`config.mk`:
```
export PLATFORM = sky130hd
export DESIGN_NAME = sdid_top
export DESIGN_NICKNAME = d
export VERILOG_FILES = /design/src/common/sdid_pkg.sv /design/src/rtl/sdid_top.sv /design/src/rtl/sdid_sync.sv /design/src/rtl/sdid_fault.sv
export SDC_FILE = /design/constraint.sdc
export NUM_CORES = 1
export LEC_CHECK = 0
export BUFFER_PORTS_ARGS = -buffer_cell sky130_fd_sc_hd__buf_2
export CELL_PAD_IN_SITES_DETAIL_PLACEMENT = 0
export CELL_PAD_IN_SITES_GLOBAL_PLACEMENT = 1
export CORE_MARGIN = 1
export CORE_UTILIZATION = 45
export CTS_CLUSTER_SIZE = 28
export DETAILED_ROUTE_END_ITERATION = 8
export PLACE_DENSITY = 0.77
export SETUP_SLACK_MARGIN = 0.5
export SLEW_MARGIN = 25
export SYNTH_ARGS = -nofsm -noshare
export SYNTH_HDL_FRONTEND = slang
export SYNTH_SLANG_ARGS = --single-unit
export TNS_END_PERCENT = 10
```
`constraint.sdc`:
```
create_clock -name clock_i -period 3.8 [get_ports clock_i]
set_clock_uncertainty 0.05 [all_clocks]
set_input_delay 0.57 -clock clock_i [delete_from_list [all_inputs] [get_ports clock_i]]
set_output_delay 0.57 -clock clock_i [all_outputs]
set_load 0.01 [all_outputs]
```
`src/common/sdid_pkg.sv`:
```
package sdid_pkg;

    localparam int unsigned DI_NUM = 8;
    localparam int unsigned CMD_W = 16;
    localparam int unsigned ADDR_W = 8;
    localparam int unsigned MAP_W = 9;
    localparam int unsigned FAULT_NUM = 3;

    // Register byte offsets
    localparam logic [ADDR_W-1:0] REG_CTRL = 8'h00;
    localparam logic [ADDR_W-1:0] REG_ZERO_RANGE = 8'h04;
    localparam logic [ADDR_W-1:0] REG_STATUS = 8'h08;
    localparam logic [ADDR_W-1:0] REG_PINS = 8'h0C;
    localparam logic [ADDR_W-1:0] REG_ASSIGN_BASE = 8'h20;
    localparam logic [ADDR_W-1:0] REG_SPD_BASE = 8'h40;
    localparam logic [ADDR_W-1:0] REG_TRQ_BASE = 8'h50;
    localparam logic [ADDR_W-1:0] REG_GEAR_BASE = 8'h60;
    localparam int unsigned PRESET_NUM = 3;
    localparam int unsigned GEAR_NUM = 4;

    // Control register fields
    localparam int unsigned CTRL_MODE_LSB = 0;
    localparam int unsigned CTRL_CLR_LSB = 3;
    localparam int unsigned CTRL_TLF_BIT = 5;

    // Reset values
    localparam logic [5:0] CTRL_RST = 6'h00;
    localparam logic [CMD_W-1:0] ZERO_RANGE_RST = 16'h000A;
    localparam logic [CMD_W-1:0] PRESET_RST = 16'h0000;
    localparam logic [CMD_W-1:0] GEAR_RST = 16'h0001;

    // Input function codes
    localparam logic [7:0] FN_SERVO_ENABLE = 8'h01;
    localparam logic [7:0] FN_FAULT_RESET = 8'h02;
    localparam logic [7:0] FN_GAIN_SWITCH = 8'h03;
    localparam logic [7:0] FN_PULSE_CLEAR = 8'h04;
    localparam logic [7:0] FN_ZERO_CLAMP = 8'h05;
    localparam logic [7:0] FN_CMD_INVERT = 8'h06;
    localparam logic [7:0] FN_TRQ_LIMIT_EN = 8'h09;
    localparam logic [7:0] FN_SPD_LIMIT_EN = 8'h10;
    localparam logic [7:0] FN_SPD_SEL_LO = 8'h14;
    localparam logic [7:0] FN_SPD_SEL_HI = 8'h15;
    localparam logic [7:0] FN_TRQ_SEL_LO = 8'h16;
    localparam logic [7:0] FN_TRQ_SEL_HI = 8'h17;
    localparam logic [7:0] FN_SW_POS_SPD = 8'h18;
    localparam logic [7:0] FN_SW_SPD_TRQ = 8'h19;
    localparam logic [7:0] FN_SW_TRQ_POS = 8'h20;
    localparam logic [7:0] FN_EMERGENCY_STOP = 8'h21;
    localparam logic [7:0] FN_REV_INHIBIT = 8'h22;
    localparam logic [7:0] FN_FWD_INHIBIT = 8'h23;
    localparam logic [7:0] FN_REV_TRQ_LIMIT = 8'h25;
    localparam logic [7:0] FN_FWD_TRQ_LIMIT = 8'h26;
    localparam logic [7:0] FN_FWD_JOG = 8'h37;
    localparam logic [7:0] FN_REV_JOG = 8'h38;
    localparam logic [7:0] FN_GEAR_SEL_LO = 8'h43;
    localparam logic [7:0] FN_GEAR_SEL_HI = 8'h44;
    localparam logic [7:0] FN_PULSE_INHIBIT = 8'h45;

    // Terminal map after reset: {active high, code}, terminal 1 in the low slot
    localparam logic [DI_NUM-1:0][MAP_W-1:0] ASSIGN_RST = {
        9'h121, 9'h123, 9'h122, 9'h102, 9'h117, 9'h116, 9'h104, 9'h101};

    typedef enum logic [2:0] {
        MODE_PT, MODE_S, MODE_T, MODE_SZ, MODE_TZ, MODE_PT_S, MODE_PT_T, MODE_S_T
    } sdid_mode_t;

    typedef enum logic [1:0] {CTL_POS, CTL_SPD, CTL_TRQ} sdid_ctl_t;

    typedef struct packed {
        logic psel;
        logic penable;
        logic pwrite;
        logic [ADDR_W-1:0] paddr;
        logic [31:0] pwdata;
    } sdid_apb_req_t;

    typedef struct packed {
        logic [31:0] prdata;
        logic pready;
        logic pslverr;
    } sdid_apb_rsp_t;

    typedef struct packed {
        logic servo_ready;
        logic fault_indication;
        logic [FAULT_NUM-1:0] fault_flags;
        logic fault_clear;
        sdid_ctl_t ctl;
        logic [CMD_W-1:0] speed_cmd;
        logic [CMD_W-1:0] torque_cmd;
        logic speed_limit_valid;
        logic torque_limit_valid;
        logic direction_invert;
        logic position_hold;
        logic jog_fwd;
        logic jog_rev;
        logic fwd_torque_limit;
        logic rev_torque_limit;
        logic [CMD_W-1:0] gear_numerator;
        logic pulse_inhibit;
        logic pulse_clear;
        logic pulse_clear_kind;
        logic gain_switch;
    } sdid_cmd_t;

endpackage

```
`src/rtl/sdid_top.sv`:
```
`timescale 1ns/1ns
`default_nettype none

// Notes on behaviour
// RL1: Servo enable gives servo ready, all modes
// RL2: Fault reset clears resettable faults
// RL3: Pulse clear runs selected clear mode
// RL4: Zero clamp below range holds position
// RL5: Command invert reverses in torque/speed
// RL6: Torque limit enable validates limit, speed
// RL7: Speed limit enable validates limit, torque
// RL8: Two selector bits pick speed source
// RL9: Two selector bits pick torque source
// RL10: Position-speed mode switch: off speed, on position
// RL11: Speed-torque mode switch: off speed, on torque
// RL12: Torque-position mode switch: off torque, on position
// RL13: Emergency stop open raises fault
// RL14: Reverse inhibit open raises fault
// RL15: Forward inhibit open raises fault
// RL16: Torque limit inputs need function setting
// RL17: Forward jog while active
// RL18: Reverse jog while active
// RL19: Gear selectors index numerator in MODE_PT and MODE_PT_S only
// RL20: Pulse inhibit drops external pulses
// RL21: Terminal map assigns functions and polarity
// RL22: Inputs pass two-stage synchroniser first
module sdid_top (
    input wire logic clock_i,
    input wire logic nrst_i,
    input wire sdid_pkg::sdid_apb_req_t apb_i,
    output sdid_pkg::sdid_apb_rsp_t apb_o,
    input wire logic [sdid_pkg::DI_NUM-1:0] di_pins_i,
    input wire logic [sdid_pkg::CMD_W-1:0] motor_speed_i,
    input wire logic [sdid_pkg::CMD_W-1:0] analog_speed_i,
    input wire logic [sdid_pkg::CMD_W-1:0] analog_torque_i,
    output sdid_pkg::sdid_cmd_t cmd_o
);
    import sdid_pkg::*;

    typedef logic [DI_NUM-1:0][MAP_W-1:0] sdid_map_t;

    // Function is on when a terminal carries its code at the active level
    function automatic logic fn_on(input logic [7:0] code, input logic [DI_NUM-1:0] lvl,
                                   input sdid_map_t map);
        logic hit;
        hit = 1'b0;
        for (int i = 0; i < DI_NUM; i++) begin
            if (map[i][7:0] == code && lvl[i] == map[i][MAP_W-1]) begin
                hit = 1'b1;
            end
        end
        return hit;
    endfunction

    function automatic logic fn_mapped(input logic [7:0] code, input sdid_map_t map);
        logic hit;
        hit = 1'b0;
        for (int i = 0; i < DI_NUM; i++) begin
            if (map[i][7:0] == code) begin
                hit = 1'b1;
            end
        end
        return hit;
    endfunction

    // Normally closed contact: healthy while on, or while no terminal carries it
    function automatic logic fn_closed(input logic [7:0] code, input logic [DI_NUM-1:0] lvl,
                                       input sdid_map_t map);
        return fn_on(code, lvl, map) | ~fn_mapped(code, map);
    endfunction

    logic [DI_NUM-1:0] pins;

    sdid_sync #(
        .WIDTH(DI_NUM)
    ) u_sync (
        .clock_i(clock_i),
        .nrst_i(nrst_i),
        .async_i(di_pins_i), // RL22
        .sync_o(pins)
    );

    // Configuration registers
    logic [5:0] ctrl_r;
    logic [5:0] ctrl_nxt;
    logic [CMD_W-1:0] zero_range_r;
    logic [CMD_W-1:0] zero_range_nxt;

    sdid_map_t assign_r;
    sdid_map_t assign_nxt;
    logic [PRESET_NUM-1:0][CMD_W-1:0] spd_preset_r;
    logic [PRESET_NUM-1:0][CMD_W-1:0] spd_preset_nxt;
    logic [PRESET_NUM-1:0][CMD_W-1:0] trq_preset_r;
    logic [PRESET_NUM-1:0][CMD_W-1:0] trq_preset_nxt;
    logic [GEAR_NUM-1:0][CMD_W-1:0] gear_r;
    logic [GEAR_NUM-1:0][CMD_W-1:0] gear_nxt;

    sdid_apb_rsp_t rsp_r;
    sdid_apb_rsp_t rsp_nxt;
    sdid_cmd_t cmd_r;
    sdid_cmd_t cmd_nxt;
    logic fault_reset_prev_r;
    logic fault_reset_prev_nxt;
    logic pulse_clear_prev_r;
    logic pulse_clear_prev_nxt;

    logic [FAULT_NUM-1:0] faults;
    logic [FAULT_NUM-1:0] closed;
    logic fault_reset_on;
    logic fault_reset_edge;
    logic wr_en;
    logic [ADDR_W-1:0] addr;
    logic [1:0] sub_idx;
    logic [2:0] map_idx;
    logic in_assign;
    logic in_spd;
    logic in_trq;
    logic in_gear;
    sdid_mode_t mode;

    assign mode = sdid_mode_t'(ctrl_r[CTRL_MODE_LSB +: 3]);
    assign addr = apb_i.paddr;
    assign map_idx = addr[4:2];
    assign sub_idx = addr[3:2];
    assign in_assign = addr[ADDR_W-1:5] == REG_ASSIGN_BASE[ADDR_W-1:5] && addr[1:0] == 2'h0;
    assign in_spd = addr[ADDR_W-1:4] == REG_SPD_BASE[ADDR_W-1:4] && addr[1:0] == 2'h0
        && sub_idx < 2'(PRESET_NUM);
    assign in_trq = addr[ADDR_W-1:4] == REG_TRQ_BASE[ADDR_W-1:4] && addr[1:0] == 2'h0
        && sub_idx < 2'(PRESET_NUM);
    assign in_gear = addr[ADDR_W-1:4] == REG_GEAR_BASE[ADDR_W-1:4] && addr[1:0] == 2'h0;

    assign wr_en = apb_i.psel & apb_i.penable & apb_i.pwrite & rsp_r.pready;

    assign closed[0] = fn_closed(FN_EMERGENCY_STOP, pins, assign_r); // RL13
    assign closed[1] = fn_closed(FN_REV_INHIBIT, pins, assign_r); // RL14
    assign closed[2] = fn_closed(FN_FWD_INHIBIT, pins, assign_r); // RL15
    // A held reset input clears only once
    assign fault_reset_on = fn_on(FN_FAULT_RESET, pins, assign_r);
    assign fault_reset_edge = fault_reset_on & ~fault_reset_prev_r;

    sdid_fault #(
        .NUM(FAULT_NUM)
    ) u_fault (
        .clock_i(clock_i),
        .nrst_i(nrst_i),
        .closed_i(closed),
        .clear_i(fault_reset_edge), // RL2
        .fault_o(faults)
    );

    // Register writes land in the access cycle
    always_comb begin
        ctrl_nxt = ctrl_r;
        zero_range_nxt = zero_range_r;
        assign_nxt = assign_r;
        spd_preset_nxt = spd_preset_r;
        trq_preset_nxt = trq_preset_r;
        gear_nxt = gear_r;
        if (wr_en) begin
            if (addr == REG_CTRL) begin
                ctrl_nxt = apb_i.pwdata[5:0];
            end else if (addr == REG_ZERO_RANGE) begin
                zero_range_nxt = apb_i.pwdata[CMD_W-1:0];
            end else if (in_assign) begin
                assign_nxt[map_idx] = apb_i.pwdata[MAP_W-1:0]; // RL21
            end else if (in_spd) begin
                spd_preset_nxt[sub_idx] = apb_i.pwdata[CMD_W-1:0];
            end else if (in_trq) begin
                trq_preset_nxt[sub_idx] = apb_i.pwdata[CMD_W-1:0];
            end else if (in_gear) begin
                gear_nxt[sub_idx] = apb_i.pwdata[CMD_W-1:0];
            end
        end
    end

    always_ff @(posedge clock_i or negedge nrst_i) begin
        if (!nrst_i) begin
            ctrl_r <= CTRL_RST;
            zero_range_r <= ZERO_RANGE_RST;
            assign_r <= ASSIGN_RST;
            spd_preset_r <= {PRESET_NUM{PRESET_RST}};
            trq_preset_r <= {PRESET_NUM{PRESET_RST}};
            gear_r <= {GEAR_NUM{GEAR_RST}};
        end else begin
            ctrl_r <= ctrl_nxt;
            zero_range_r <= zero_range_nxt;
            assign_r <= assign_nxt;
            spd_preset_r <= spd_preset_nxt;
            trq_preset_r <= trq_preset_nxt;
            gear_r <= gear_nxt;
        end
    end

    // Read data prepared in the setup cycle, ready one cycle later
    always_comb begin
        rsp_nxt = '0;
        if (apb_i.psel && !apb_i.penable) begin
            rsp_nxt.pready = 1'b1;
            if (addr == REG_CTRL) begin
                rsp_nxt.prdata = {26'h000_0000, ctrl_r};
            end else if (addr == REG_ZERO_RANGE) begin
                rsp_nxt.prdata = {16'h0000, zero_range_r};
            end else if (addr == REG_STATUS) begin
                rsp_nxt.prdata = {24'h00_0000, cmd_r.fault_indication, cmd_r.position_hold,
                    cmd_r.ctl, cmd_r.servo_ready, faults};
            end else if (addr == REG_PINS) begin
                rsp_nxt.prdata = {24'h00_0000, pins};
            end else if (in_assign) begin
                rsp_nxt.prdata = {23'h00_0000, assign_r[map_idx]};
            end else if (in_spd) begin
                rsp_nxt.prdata = {16'h0000, spd_preset_r[sub_idx]};
            end else if (in_trq) begin
                rsp_nxt.prdata = {16'h0000, trq_preset_r[sub_idx]};
            end else if (in_gear) begin
                rsp_nxt.prdata = {16'h0000, gear_r[sub_idx]};
            end else begin
                rsp_nxt.pslverr = 1'b1;
            end
        end
    end

    always_ff @(posedge clock_i or negedge nrst_i) begin
        if (!nrst_i) begin
            rsp_r <= '0;
        end else begin
            rsp_r <= rsp_nxt;
        end
    end

    // Function decode into drive commands
    always_comb begin
        logic [1:0] spd_sel;
        logic [1:0] trq_sel;
        logic [1:0] gear_sel;
        logic pulse_clear_on;
        logic clr_level;
        logic [CMD_W-1:0] speed_mag;
        logic jog_f;
        logic jog_r;

        spd_sel = {fn_on(FN_SPD_SEL_HI, pins, assign_r), fn_on(FN_SPD_SEL_LO, pins, assign_r)};
        trq_sel = {fn_on(FN_TRQ_SEL_HI, pins, assign_r), fn_on(FN_TRQ_SEL_LO, pins, assign_r)};
        gear_sel = {fn_on(FN_GEAR_SEL_HI, pins, assign_r), fn_on(FN_GEAR_SEL_LO, pins, assign_r)};
        pulse_clear_on = fn_on(FN_PULSE_CLEAR, pins, assign_r);
        clr_level = ctrl_r[CTRL_CLR_LSB];
        // Signed speed to magnitude
        speed_mag = motor_speed_i[CMD_W-1] ? CMD_W'(-motor_speed_i) : motor_speed_i;
        jog_f = fn_on(FN_FWD_JOG, pins, assign_r);
        jog_r = fn_on(FN_REV_JOG, pins, assign_r);
        fault_reset_prev_nxt = fault_reset_on;
        pulse_clear_prev_nxt = pulse_clear_on;
        cmd_nxt = cmd_r;

        unique case (mode)
            MODE_PT: cmd_nxt.ctl = CTL_POS;
            MODE_S, MODE_SZ: cmd_nxt.ctl = CTL_SPD;
            MODE_T, MODE_TZ: cmd_nxt.ctl = CTL_TRQ;
            MODE_PT_S: begin
                cmd_nxt.ctl = fn_on(FN_SW_POS_SPD, pins, assign_r) ? CTL_POS : CTL_SPD; // RL10
            end
            MODE_S_T: begin
                cmd_nxt.ctl = fn_on(FN_SW_SPD_TRQ, pins, assign_r) ? CTL_TRQ : CTL_SPD; // RL11
            end
            MODE_PT_T: begin
                cmd_nxt.ctl = fn_on(FN_SW_TRQ_POS, pins, assign_r) ? CTL_POS : CTL_TRQ; // RL12
            end
        endcase

        cmd_nxt.fault_clear = fault_reset_edge; // RL2
        cmd_nxt.fault_flags = faults;
        cmd_nxt.fault_indication = |faults; // RL13 RL14 RL15
        cmd_nxt.servo_ready = fn_on(FN_SERVO_ENABLE, pins, assign_r) & ~(|faults); // RL1

        // Selector pairs read {hi, lo}
        unique case (spd_sel)
            2'b00: cmd_nxt.speed_cmd = (mode == MODE_SZ) ? '0 : analog_speed_i; // RL8
            2'b01: cmd_nxt.speed_cmd = spd_preset_r[0];
            2'b10: cmd_nxt.speed_cmd = spd_preset_r[1];
            2'b11: cmd_nxt.speed_cmd = spd_preset_r[2];
        endcase
        unique case (trq_sel)
            2'b00: cmd_nxt.torque_cmd = (mode == MODE_TZ) ? '0 : analog_torque_i; // RL9
            2'b01: cmd_nxt.torque_cmd = trq_preset_r[0];
            2'b10: cmd_nxt.torque_cmd = trq_preset_r[1];
            2'b11: cmd_nxt.torque_cmd = trq_preset_r[2];
        endcase

        cmd_nxt.torque_limit_valid = (cmd_nxt.ctl == CTL_SPD)
            & fn_on(FN_TRQ_LIMIT_EN, pins, assign_r); // RL6
        cmd_nxt.speed_limit_valid = (cmd_nxt.ctl == CTL_TRQ)
            & fn_on(FN_SPD_LIMIT_EN, pins, assign_r); // RL7
        cmd_nxt.direction_invert = (cmd_nxt.ctl != CTL_POS)
            & fn_on(FN_CMD_INVERT, pins, assign_r); // RL5
        cmd_nxt.position_hold = fn_on(FN_ZERO_CLAMP, pins, assign_r)
            & (speed_mag < zero_range_r); // RL4

        // Opposing jog requests cancel each other
        cmd_nxt.jog_fwd = jog_f & ~jog_r; // RL17
        cmd_nxt.jog_rev = jog_r & ~jog_f; // RL18

        cmd_nxt.fwd_torque_limit = ctrl_r[CTRL_TLF_BIT]
            & fn_on(FN_FWD_TRQ_LIMIT, pins, assign_r); // RL16
        cmd_nxt.rev_torque_limit = ctrl_r[CTRL_TLF_BIT]
            & fn_on(FN_REV_TRQ_LIMIT, pins, assign_r); // RL16

        if (mode == MODE_PT || mode == MODE_PT_S) begin
            cmd_nxt.gear_numerator = gear_r[gear_sel]; // RL19
        end else begin
            cmd_nxt.gear_numerator = gear_r[0];
        end

        cmd_nxt.pulse_inhibit = (cmd_nxt.ctl == CTL_POS)
            & fn_on(FN_PULSE_INHIBIT, pins, assign_r); // RL20

        // Edge mode gives one pulse, level mode follows the input
        if (cmd_nxt.ctl == CTL_POS) begin
            cmd_nxt.pulse_clear = clr_level ? pulse_clear_on
                : (pulse_clear_on & ~pulse_clear_prev_r); // RL3
        end else begin
            cmd_nxt.pulse_clear = 1'b0;
        end

        cmd_nxt.pulse_clear_kind = ctrl_r[CTRL_CLR_LSB+1]; // RL3
        cmd_nxt.gain_switch = fn_on(FN_GAIN_SWITCH, pins, assign_r);
    end

    always_ff @(posedge clock_i or negedge nrst_i) begin
        if (!nrst_i) begin
            cmd_r <= '0;
            fault_reset_prev_r <= 1'b0;
            pulse_clear_prev_r <= 1'b0;
        end else begin
            cmd_r <= cmd_nxt;
            fault_reset_prev_r <= fault_reset_prev_nxt;
            pulse_clear_prev_r <= pulse_clear_prev_nxt;
        end
    end

    assign apb_o = rsp_r;
    assign cmd_o = cmd_r;
endmodule

`default_nettype wire

```
`src/rtl/sdid_sync.sv`:
```
`timescale 1ns/1ns
`default_nettype none

module sdid_sync #(
    parameter int unsigned WIDTH = 8
) (
    input wire logic clock_i,
    input wire logic nrst_i,
    input wire logic [WIDTH-1:0] async_i,
    output logic [WIDTH-1:0] sync_o
);
    logic [WIDTH-1:0] meta_r;
    logic [WIDTH-1:0] stable_r;

    always_ff @(posedge clock_i or negedge nrst_i) begin
        if (!nrst_i) begin
            meta_r <= '0;
            stable_r <= '0;
        end else begin
            meta_r <= async_i;
            stable_r <= meta_r;
        end
    end

    assign sync_o = stable_r;
endmodule

`default_nettype wire

```
`src/rtl/sdid_fault.sv`:
```
`timescale 1ns/1ns
`default_nettype none

module sdid_fault #(
    parameter int unsigned NUM = 3
) (
    input wire logic clock_i,
    input wire logic nrst_i,
    input wire logic [NUM-1:0] closed_i,
    input wire logic clear_i,
    output logic [NUM-1:0] fault_o
);
    logic [NUM-1:0] fault_r;
    logic [NUM-1:0] fault_nxt;

    // An open contact keeps setting its flag, so a clear only holds once closed
    always_comb begin
        fault_nxt = (fault_r & ~{NUM{clear_i}}) | ~closed_i; // RL2 RL13 RL14 RL15
    end

    always_ff @(posedge clock_i or negedge nrst_i) begin
        if (!nrst_i) begin
            fault_r <= '0;
        end else begin
            fault_r <= fault_nxt;
        end
    end

    assign fault_o = fault_r;
endmodule

`default_nettype wire

```
# --- Word-level counts from Yosys, hierarchy flattened ---
# Cells that the tools add are included.
totals:
  reg_bits: 377
  in_bits: 101
  output_inout_bits: 102
classes:
  addsub: 1
  magnitude_cmp: 7
  n_eq_ne: 230
  muxes: 274
  bitwise: 35
  reduce_logical: 227
ops:
  columns: ["operator", "count"]
  rows:
  - ["== test 8 x 6 -> 1 bit (second input constant)", 64]
  - ["== test 8 x 5 -> 1 bit (second input constant)", 56]
  - ["2-to-1 mux 16 bit", 17]
  - ["2-to-1 mux 1 bit", 238]
  - ["logical AND 1 bit", 209]
  - ["== test 8 x 3 -> 1 bit (second input constant)", 25]
  - ["== test 8 x 7 -> 1 bit (second input constant)", 24]
  - ["binary-select mux 16 bit (select 2 bit)", 4]
  - ["== test 8 x 2 -> 1 bit (second input constant)", 16]
  - ["one-hot mux 16 bit (4 select lines)", 2]
  - ["bitwise mux 48 bit", 2]
  - ["== test 8 x 4 -> 1 bit (second input constant)", 10]
  - ["bitwise mux 72 bit", 1]
  - ["bitwise mux 64 bit", 1]
  - ["== test 8 x 1 -> 1 bit (second input constant)", 8]
  - ["demux 16 bit (select 2 bit)", 1]
  - ["binary-select mux 9 bit (select 3 bit)", 1]
  - ["demux 9 bit (select 3 bit)", 1]
  - ["2-to-1 mux 18 bit", 1]
  - ["2-to-1 mux 9 bit", 2]
  - ["less-than comparator 16 bit", 1]
  - ["negator 16 bit", 1]
  - ["AND 1 bit", 15]
  - ["NOT 1 bit", 13]
  - ["32 further kinds", 61]

# --- Longest topological paths before layout ---
# Gate-level depths: netlist of the first run.
logic_depth:
  ltp_word: 15
  ltp_mapped: 12
  mapped_depth_nobuf: 12

# --- Hierarchy ---
# From an unflattened synthesis of the first run, not the netlist that was laid out.
hier_totals:
  hier_cells: 1770
  area_unflattened_um2: 19892.8
by_module_without_submodules:
  columns: ["module", "n_inst", "cells_each", "area_per_inst_um2", "seq_area_each_um2"]
  rows:
  - ["sdid_top", 1, 1745, 19391.1, 8597.0]
  - ["sdid_sync", 1, 16, 400.4, 400.4]
  - ["sdid_fault", 1, 9, 101.3, 75.1]

# --- Worst setup path after synthesis of the first run ---
# OpenSTA, ideal clock, no wires.
synth_timing:
  kind: "input port to flip-flop"
  startpoint: "in motor_speed_i[9] (netlist bit)"
  endpoint: "reg cmd_r (netlist bit cmd_o[24])"
  arrival_time_ps: 2735
  path_slack_ps: 933
  path_stages: 11
  cell_sequence: "or4_1 > nor4_1 > nand3_1 > nor4b_1 > ha_1 > nand4_1 > nor2_1 > a21oi_1 > o211ai_1 > a21o_1 > a31oi_1"
synth_rtl:
  columns: ["element", "line", "rtl"]
  rows:
  - ["from (decl)", "sdid_top.sv:33", "input wire logic [sdid_pkg::CMD_W-1:0] motor_speed_i,"]
  - ["to (signal assigned)", "sdid_top.sv:333", "cmd_r <= cmd_nxt;"]
  - ["to (decl)", "sdid_top.sv:100", "sdid_cmd_t cmd_r;"]

==> run summary, run 1 <==
### Run status
• **run status** completed

### Global routing
• **antenna violations before repair** 1
• **met1 GRT Util** 41.0%
• **first-pass GRT wire length** 108 mm
• **residual overflow from global routing** 0
• **via count of the first global-routing pass** 16300
• **met3 routing resource usage after global routing** 4.92%
• **total track usage** 31.4%
• **GRT Max-Usage Layer** met2
• **routing usage on met2** 51.1%
• **largest net degree at the start of global routing** 113

### Final layout
• **layout cell share with drive strength beyond 1** 35.3%
• **Final #Nets** 2075
• **total area of multi-input combinational cells** 0.0105 sq mm
• **sequential cell area** 0.00907 sq mm
• **fill cell instance count of the final layout** 3905
• **Inserted Diodes** 0
• **Final Core Density** 52.9%
• **area overhead of the layout relative to synthesis** 15.5%

### Worst setup path
• **largest fanout on the critical path** 13
• **required time of the critical path** 4.18 ns
• **Worst Setup End Kind** flip-flop
• **worst flop-to-flop path endpoint** cmd_o[14]
• **origin of the worst setup path** u_sync.sync_o[5]
• **Worst Path Arrival** 3.47 ns
• **Worst Reg-to-Reg Cells** 7
• **reg-to-reg setup timing slack** 0.71 ns
• **CP endpoint** cmd_o[14]
• **kind of launch point of the worst setup path** flip-flop
• **critical path start-end classification** reg2reg
• **Reg2Reg Launch Point** u_sync.sync_o[5]

### Detailed routing
• **DRC violations left** 0
• **total via count after detailed routing** 15900
• **via count normalized by instance count** 6.15
• **post-detailed-route wirelength per cell** 27.8 microns
• **first-pass detailed-route iteration total** 6
• **antenna viol nets, final** 0
• **aggregate routed wire length** 71.7 mm
• **detailed router's first-iteration violation count** 1655

### Floorplanning
• **Die Footprint** 0.0460 sq mm
• **die extent in y** 215 microns
• **Ports** 203
• **Cell Rows** 77
• **effective utilization at floorplan** 45.8%
• **core area** 0.0444 sq mm
• **width of the die** 215 microns

### Pwr
• **Max rail drop VDD** 0.311 mV
• **leakage power figure** 11.1 nW
• **power per standard cell area** 374 mW/mm^2

### Synthesis
• **cell with the most instances after synthesis** sky130_fd_sc_hd__dfrtp_1
• **cell types with the largest area share after synthesis** sky130_fd_sc_hd__dfrtp_1 (41%), sky130_fd_sc_hd__mux2_2 (14%), sky130_fd_sc_hd__mux2i_1 (6.6%), sky130_fd_sc_hd__dfstp_2 (4.0%), sky130_fd_sc_hd__mux4_2 (3.9%)
• **mean post-synth cell area** 11.4 sq um
• **number of synthesized register bits** 361
• **number of different library cells in the post-synthesis netlist** 87
• **Synth Flop Type** sky130_fd_sc_hd__dfrtp_1
• **Cells after Synth** 1784
• **number of enable flip-flop cells after synthesis** 0
• **area share of the leading cell type in the synthesized netlist** 40.6%
• **most area-hungry cell type in the Yosys netlist** sky130_fd_sc_hd__dfrtp_1
• **Yosys warning count** 0
• **Syn Std Cell Area** 0.0203 sq mm
• **asr flop ratio synth** 100%
• **most instantiated cells after synthesis** sky130_fd_sc_hd__dfrtp_1 (330), sky130_fd_sc_hd__mux2_2 (249), sky130_fd_sc_hd__mux2i_1 (135)
• **Seq/Total Area, Yosys** 44.6%

### Clocking
• **Inserted Clock Buffers** 41
• **CTS root buf** sky130_fd_sc_hd__clkbuf_16
• **post-cts hold buffer count** 0
• **postcts setup bufs** 0
• **H-tree levels** 2
• **latest clock arrival within the worst-skew pair** 0.56 ns
• **clock transition at the registers of the reported paths** 0.06 ns
• **Clock Sinks** 361
• **Post-CTS Resized** 0
• **Max Buffers Root-to-Sink** 3
• **CTS tree** done

### Placement
• **estimated wirelength of the detail-placed design** 53.2 mm
• **IO buf count** 170
• **final RePlAce weighted congestion** 1.02

### STA
• **Period minus WS final** 3.09 ns
• **max-slew violations** 0
• **final hold violation count** 0
• **Highest Clock Rate** 324 MHz
• **actual transition at the worst max-transition pin** 1.22 ns
• **RSZ-0062 raised after global routing** false
• **final clock period utilization by the worst path** 81.3%
• **relative slew slack** 17.6%
• **tightest hold margin** 0.0139 ns
• **Setup Total Neg Slack** 0 ns
• **setup violation total in the final timing report** 0

### Flow run
• **max capacitance violation total** 0

### Hold path
• **class of the most critical hold timing path** in2async

## worst max-delay path, cell delays in order, from the launching register on
cell and delay (ns):
sky130_fd_sc_hd__dfrtp_1 0.42, sky130_fd_sc_hd__xnor2_2 0.63, sky130_fd_sc_hd__nand4b_1 0.37, sky130_fd_sc_hd__o2111ai_1 0.35
sky130_fd_sc_hd__or4_1 0.32, sky130_fd_sc_hd__buf_4 0.34, sky130_fd_sc_hd__mux2i_1 0.13, sky130_fd_sc_hd__a221oi_1 0.34
## cells in the final DEF (no fill, tap or decap), drive strengths merged, types with 7 or more instances in the layout
cell type    n
o21ai       61
ha          16
nor3        13
a21o         7
nor2b       36
nand2      129
o31ai        8
nor2        77
a21oi       44
buf        251
o22ai       31
nor4bb       9
dfstp       31
nor4b       34
clkbuf      60
nand3b      16
inv         46
mux2       259
mux2i      135
a22oi       11
dfrtp      330
nor4        30
xnor2       20
conb        16
o211ai       9
nand2b      10
nand3       53
nand4       21
nand4b       7
a221oi      42
and3        14
and2        31
mux4        35
## area by class of cell
cell class              count  area share (%)
multi-input cells        1259            44.7
flip-flops and latches    361            38.6
repair buffers            251            6.54
clock buffers              60            5.32
well taps                 592            3.16
clock inverters            14           0.901
inverters                  44           0.704
## how the worst min path moves through the flow
stage	start	end	slack [ns]	cells after the start
finish	nrst_i	cmd_o[34]	0.01	1
global route	di_pins_i[3]	u_sync.meta_r[3]	0.04	1
CTS	di_pins_i[2]	u_sync.meta_r[2]	0.03	1
detailed placement	u_sync.meta_r[5]	u_sync.sync_o[5]	0.29	0
global placement	u_sync.meta_r[4]	u_sync.sync_o[4]	0.28	0
floorplan	nrst_i	apb_o[0]	0.22	0
## through the flow
step	worst slack, ns	std cells	total power [W]	instance area [sq um]
detailed placement	0.470	2507	0.00459	22000
finish	0.710	2581	0.00878	23500
CTS	0.725	2581	0.00885	23500
global placement	0.557	2507	0.00458	22000
floorplan	0.933	1799	0.00428	20400
global route	0.671	2581	0.00907	23500
## cell families (layout without fill, tap and decap cells)
kind of cell,Yosys count,count (layout),share of synthesized area [%]
other,1,16,0.0184
multiplexers,429,429,25.1
AND/OR/NAND/NOR,507,507,14.6
AO/OA/AOI/OAI,270,270,9.45
adder cells (fa/ha/maj),16,16,0.985
flip-flops,361,361,44.6
XOR/XNOR,21,21,1.02
buffers and inverters,179,369,4.31
## metal layers
layer,vias up,share of wire [%]
met5,-,0.018
met1,8120,42
met4,2,5.1
met2,629,47
li1,6961,-
met3,160,5.7
## sequential cells by signal, summed over array words and instances, names as in the netlist
| signal | cells |
|---|---|
| assign_r | 72 |
| cmd_o | 68 |
| gear_r | 64 |
| spd_preset_r | 48 |
| trq_preset_r | 48 |
| apb_o | 18 |
| zero_range_r | 16 |
| u_sync.meta_r | 8 |
| u_sync.sync_o | 8 |
| ctrl_r | 6 |
| u_fault.fault_o | 3 |
| fault_reset_prev_r | 1 |
| pulse_clear_prev_r | 1 |
## report_power, final
part	switching (W)	internal, W
Sequential	0.0000285	0.00389
Clock	0.00163	0.00263
Combinational	0.000410	0.000201
Power figures use the tool's default switching activity.
==> run 2, diff against run 1 <==
==> constraint.sdc (replaced) <==
create_clock -name clock_i -period 3 [get_ports clock_i]
set_clock_uncertainty 0.05 [all_clocks]
set_input_delay 0.45 -clock clock_i [delete_from_list [all_inputs] [get_ports clock_i]]
set_output_delay 0.45 -clock clock_i [all_outputs]
set_load 0.01 [all_outputs]
==> run 2 against run 1 <==
Compared with the run above:
- routed wire length increased by 1.3%
- cell area up 5.5%
- worst hold slack better by 0.23 ns
- die area is the same
- fmax up 19%
- sequential power is 27% higher
- critical endpoint is now cmd_o[9]
- largest power group unchanged
==> run summary, run 2 (synthesis results as in run 1) <==
### Floorplanning
• **core area** 0.0444 sq mm, unchanged
• **effective utilization at floorplan** 45.8%, unchanged
• **width of the die** 215 microns, unchanged
• **die extent in y** 215 microns, unchanged
• **Ports** 203, unchanged
• **Cell Rows** 77, unchanged
• **Die Footprint** 0.0460 sq mm, unchanged

### Global routing
• **routing usage on met2** 51.4%, +0.24 points
• **total track usage** 31.6%, +0.26 points
• **GRT Max-Usage Layer** met2
• **via count of the first global-routing pass** 16800, +3.1%
• **largest net degree at the start of global routing** 87, -23%
• **met3 routing resource usage after global routing** 3.42%, -1.5 points
• **residual overflow from global routing** 0, unchanged
• **first-pass GRT wire length** 109 mm, +0.84%
• **antenna violations before repair** 2, +1
• **met1 GRT Util** 42.0%, +1.0 points

### STA
• **Setup Total Neg Slack** 0 ns, unchanged
• **setup violation total in the final timing report** 0, unchanged
• **Period minus WS final** 2.59 ns, -0.495 ns
• **final clock period utilization by the worst path** 86.5%, +5.2 points
• **Highest Clock Rate** 385 MHz, +19%
• **final hold violation count** 0, unchanged
• **actual transition at the worst max-transition pin** 0.890 ns, -0.329 ns
• **RSZ-0062 raised after global routing** true
• **relative slew slack** 39.9%, +22 points
• **max-slew violations** 0, unchanged

### Placement
• **final RePlAce weighted congestion** 1.01, -0.32%
• **Area after DPL** 0.0228 sq mm, +3.6%
• **IO buf count** 170, unchanged
• **estimated wirelength of the detail-placed design** 54.2 mm, +1.7%

### Worst setup path
• **required time of the critical path** 3.38 ns, -0.80 ns
• **CP endpoint** cmd_o[9]
• **largest fanout on the critical path** 6, -7
• **origin of the worst setup path** u_sync.sync_o[4]
• **cell repeated most along the worst path** sky130_fd_sc_hd__buf_12
• **Reg2Reg Launch Point** u_sync.sync_o[4]
• **Worst Path Arrival** 2.98 ns, -0.49 ns
• **Worst Setup End Kind** flip-flop
• **critical path start-end classification** reg2reg
• **largest stage delay on the critical path** 0.58 ns, -0.05 ns
• **cell chain of the critical path** xnor2_2, nand4b_1, nor2b_2, or4_4, buf_12, buf_12, mux2i_1, a221oi_2
• **Worst Reg-to-Reg Cells** 8, +1
• **highest-delay cell along the critical path** sky130_fd_sc_hd__or4_4
• **reg-to-reg setup timing slack** 0.41 ns, -0.30 ns
• **kind of launch point of the worst setup path** flip-flop
• **worst flop-to-flop path endpoint** cmd_o[9]

### Clocking
• **CTS root buf** sky130_fd_sc_hd__clkbuf_16
• **Max Buffers Root-to-Sink** 3, unchanged
• **CTS tree** done
• **H-tree levels** 2, unchanged
• **clock transition at the registers of the reported paths** 0.06 ns, about the same
• **Inserted Clock Buffers** 41, unchanged
• **Clock Sinks** 361, unchanged
• **latest clock arrival within the worst-skew pair** 0.57 ns, about the same

### Detailed routing
• **via count normalized by instance count** 6.14, -0.21%
• **first-pass detailed-route iteration total** 6, unchanged
• **detailed router's first-iteration violation count** 1708, +3.2%
• **total via count after detailed routing** 16600, +4.3%
• **post-detailed-route wirelength per cell** 26.9 microns, -3.1%
• **DRC violations left** 0, unchanged
• **antenna viol nets, final** 0, unchanged
• **aggregate routed wire length** 72.7 mm, +1.3%

### Pwr
• **leakage power figure** 11.8 nW, +6.1%
• **total chip power** 0.0108 W, +23%
• **power per standard cell area** 435 mW/mm^2, +16%
• **Max rail drop VDD** 0.363 mV, +17%

### Final layout
• **Inserted Diodes** 0, unchanged
• **highest-count cells in the layout ignoring fill and taps** sky130_fd_sc_hd__dfrtp_1 (325), sky130_fd_sc_hd__mux2_2 (249), sky130_fd_sc_hd__buf_4 (173), sky130_fd_sc_hd__buf_2 (167), sky130_fd_sc_hd__mux2i_1 (134)
• **total non-filler cell area in the finished layout** 0.0248 sq mm, +5.5%
• **layout cell share with drive strength beyond 1** 40.0%, +4.7 points
• **Reg with most FFs** assign_r
• **Final Core Density** 55.7%, +2.9 points
• **leading cell type in the layout, fill and taps excluded** sky130_fd_sc_hd__dfrtp_1
• **Final #Nets** 2197, +5.9%
• **fill cell instance count of the final layout** 3793, -2.9%
• **max FFs per register** 72, unchanged
• **area overhead of the layout relative to synthesis** 21.8%

### Flow run
• **max capacitance violation total** 0, unchanged

### Run status
• **run status** completed

### Hold path
• **hold path depth** 3
• **class of the most critical hold timing path** in2reg

-- run 2: area by class of cell --
cell class              instances  area [sq um]  area share, %
clock buffers                  58          1180           4.77
clock inverters                12           143          0.576
inverters                      44           165          0.667
multi-input cells            1259         10700           43.4
flip-flops and latches        361          9080           36.7
well taps                     592           741           2.99
repair buffers                373          2700           10.9
-- run 2: worst max-delay path, delay by kind of cell, from the launching register on --
kind                      cells  cell delay [ns]
and+or+nand+nor               3             0.93
DFF                           1             0.48
xor gates and xnor gates      1             0.22
AOI/OAI and AO/OA             1             0.33
buffers and inverters         2             0.31
muxes                         1             0.12
-- run 2: per-layer routing --
| layer | up-vias | wire, microns |
|---|---|---|
| met3 | 171 | 4260 |
| li1 | 7217 | - |
| met2 | 730 | 34500 |
| met1 | 8444 | 30000 |
| met4 | 0 | 3910 |
| met5 | - | 0 |
-- run 2: how the worst min path moves through the flow --
stage	end	startpoint
6_report	gear_r[15]	apb_i[15]
5_1_grt	gear_r[11]	apb_i[11]
4_1_cts	gear_r[11]	apb_i[11]
3_5_place_dp	u_sync.sync_o[4]	u_sync.meta_r[4]
3_3_place_gp	u_sync.sync_o[4]	u_sync.meta_r[4]
2_1_floorplan	apb_o[0]	nrst_i
-- run 2: power breakdown --
group / internal [W] / total [W] / switching, W
Combinational: 0.000289 / 0.000818 / 0.000529
Sequential: 0.00493 / 0.00496 / 0.0000385
Clock: 0.00292 / 0.00498 / 0.00205
-- run 2: per-stage QoR --
step	worst slack (ns)	cells	hold slack [ns]
floorplan	0.343	1799	0.104
global placement	0.0558	2595	0.284
CTS	0.396	2690	0.215
detailed placement	-0.0462	2596	0.285
global route	0.346	2699	0.252
finish	0.406	2699	0.245
-- run 2: what timing repair did --
| action | in CTS | in global routing |
|---|---|---|
| hold buffers | 9 | 0 |
| endpoints found under the setup margin | 55 | 57 |
| pin swaps | 12 | 5 |
| hold endpoints to repair | 86 | 0 |
| setup buffers | 14 | 9 |
| cloned | 1 | 0 |
| resized for setup | 24 | 23 |
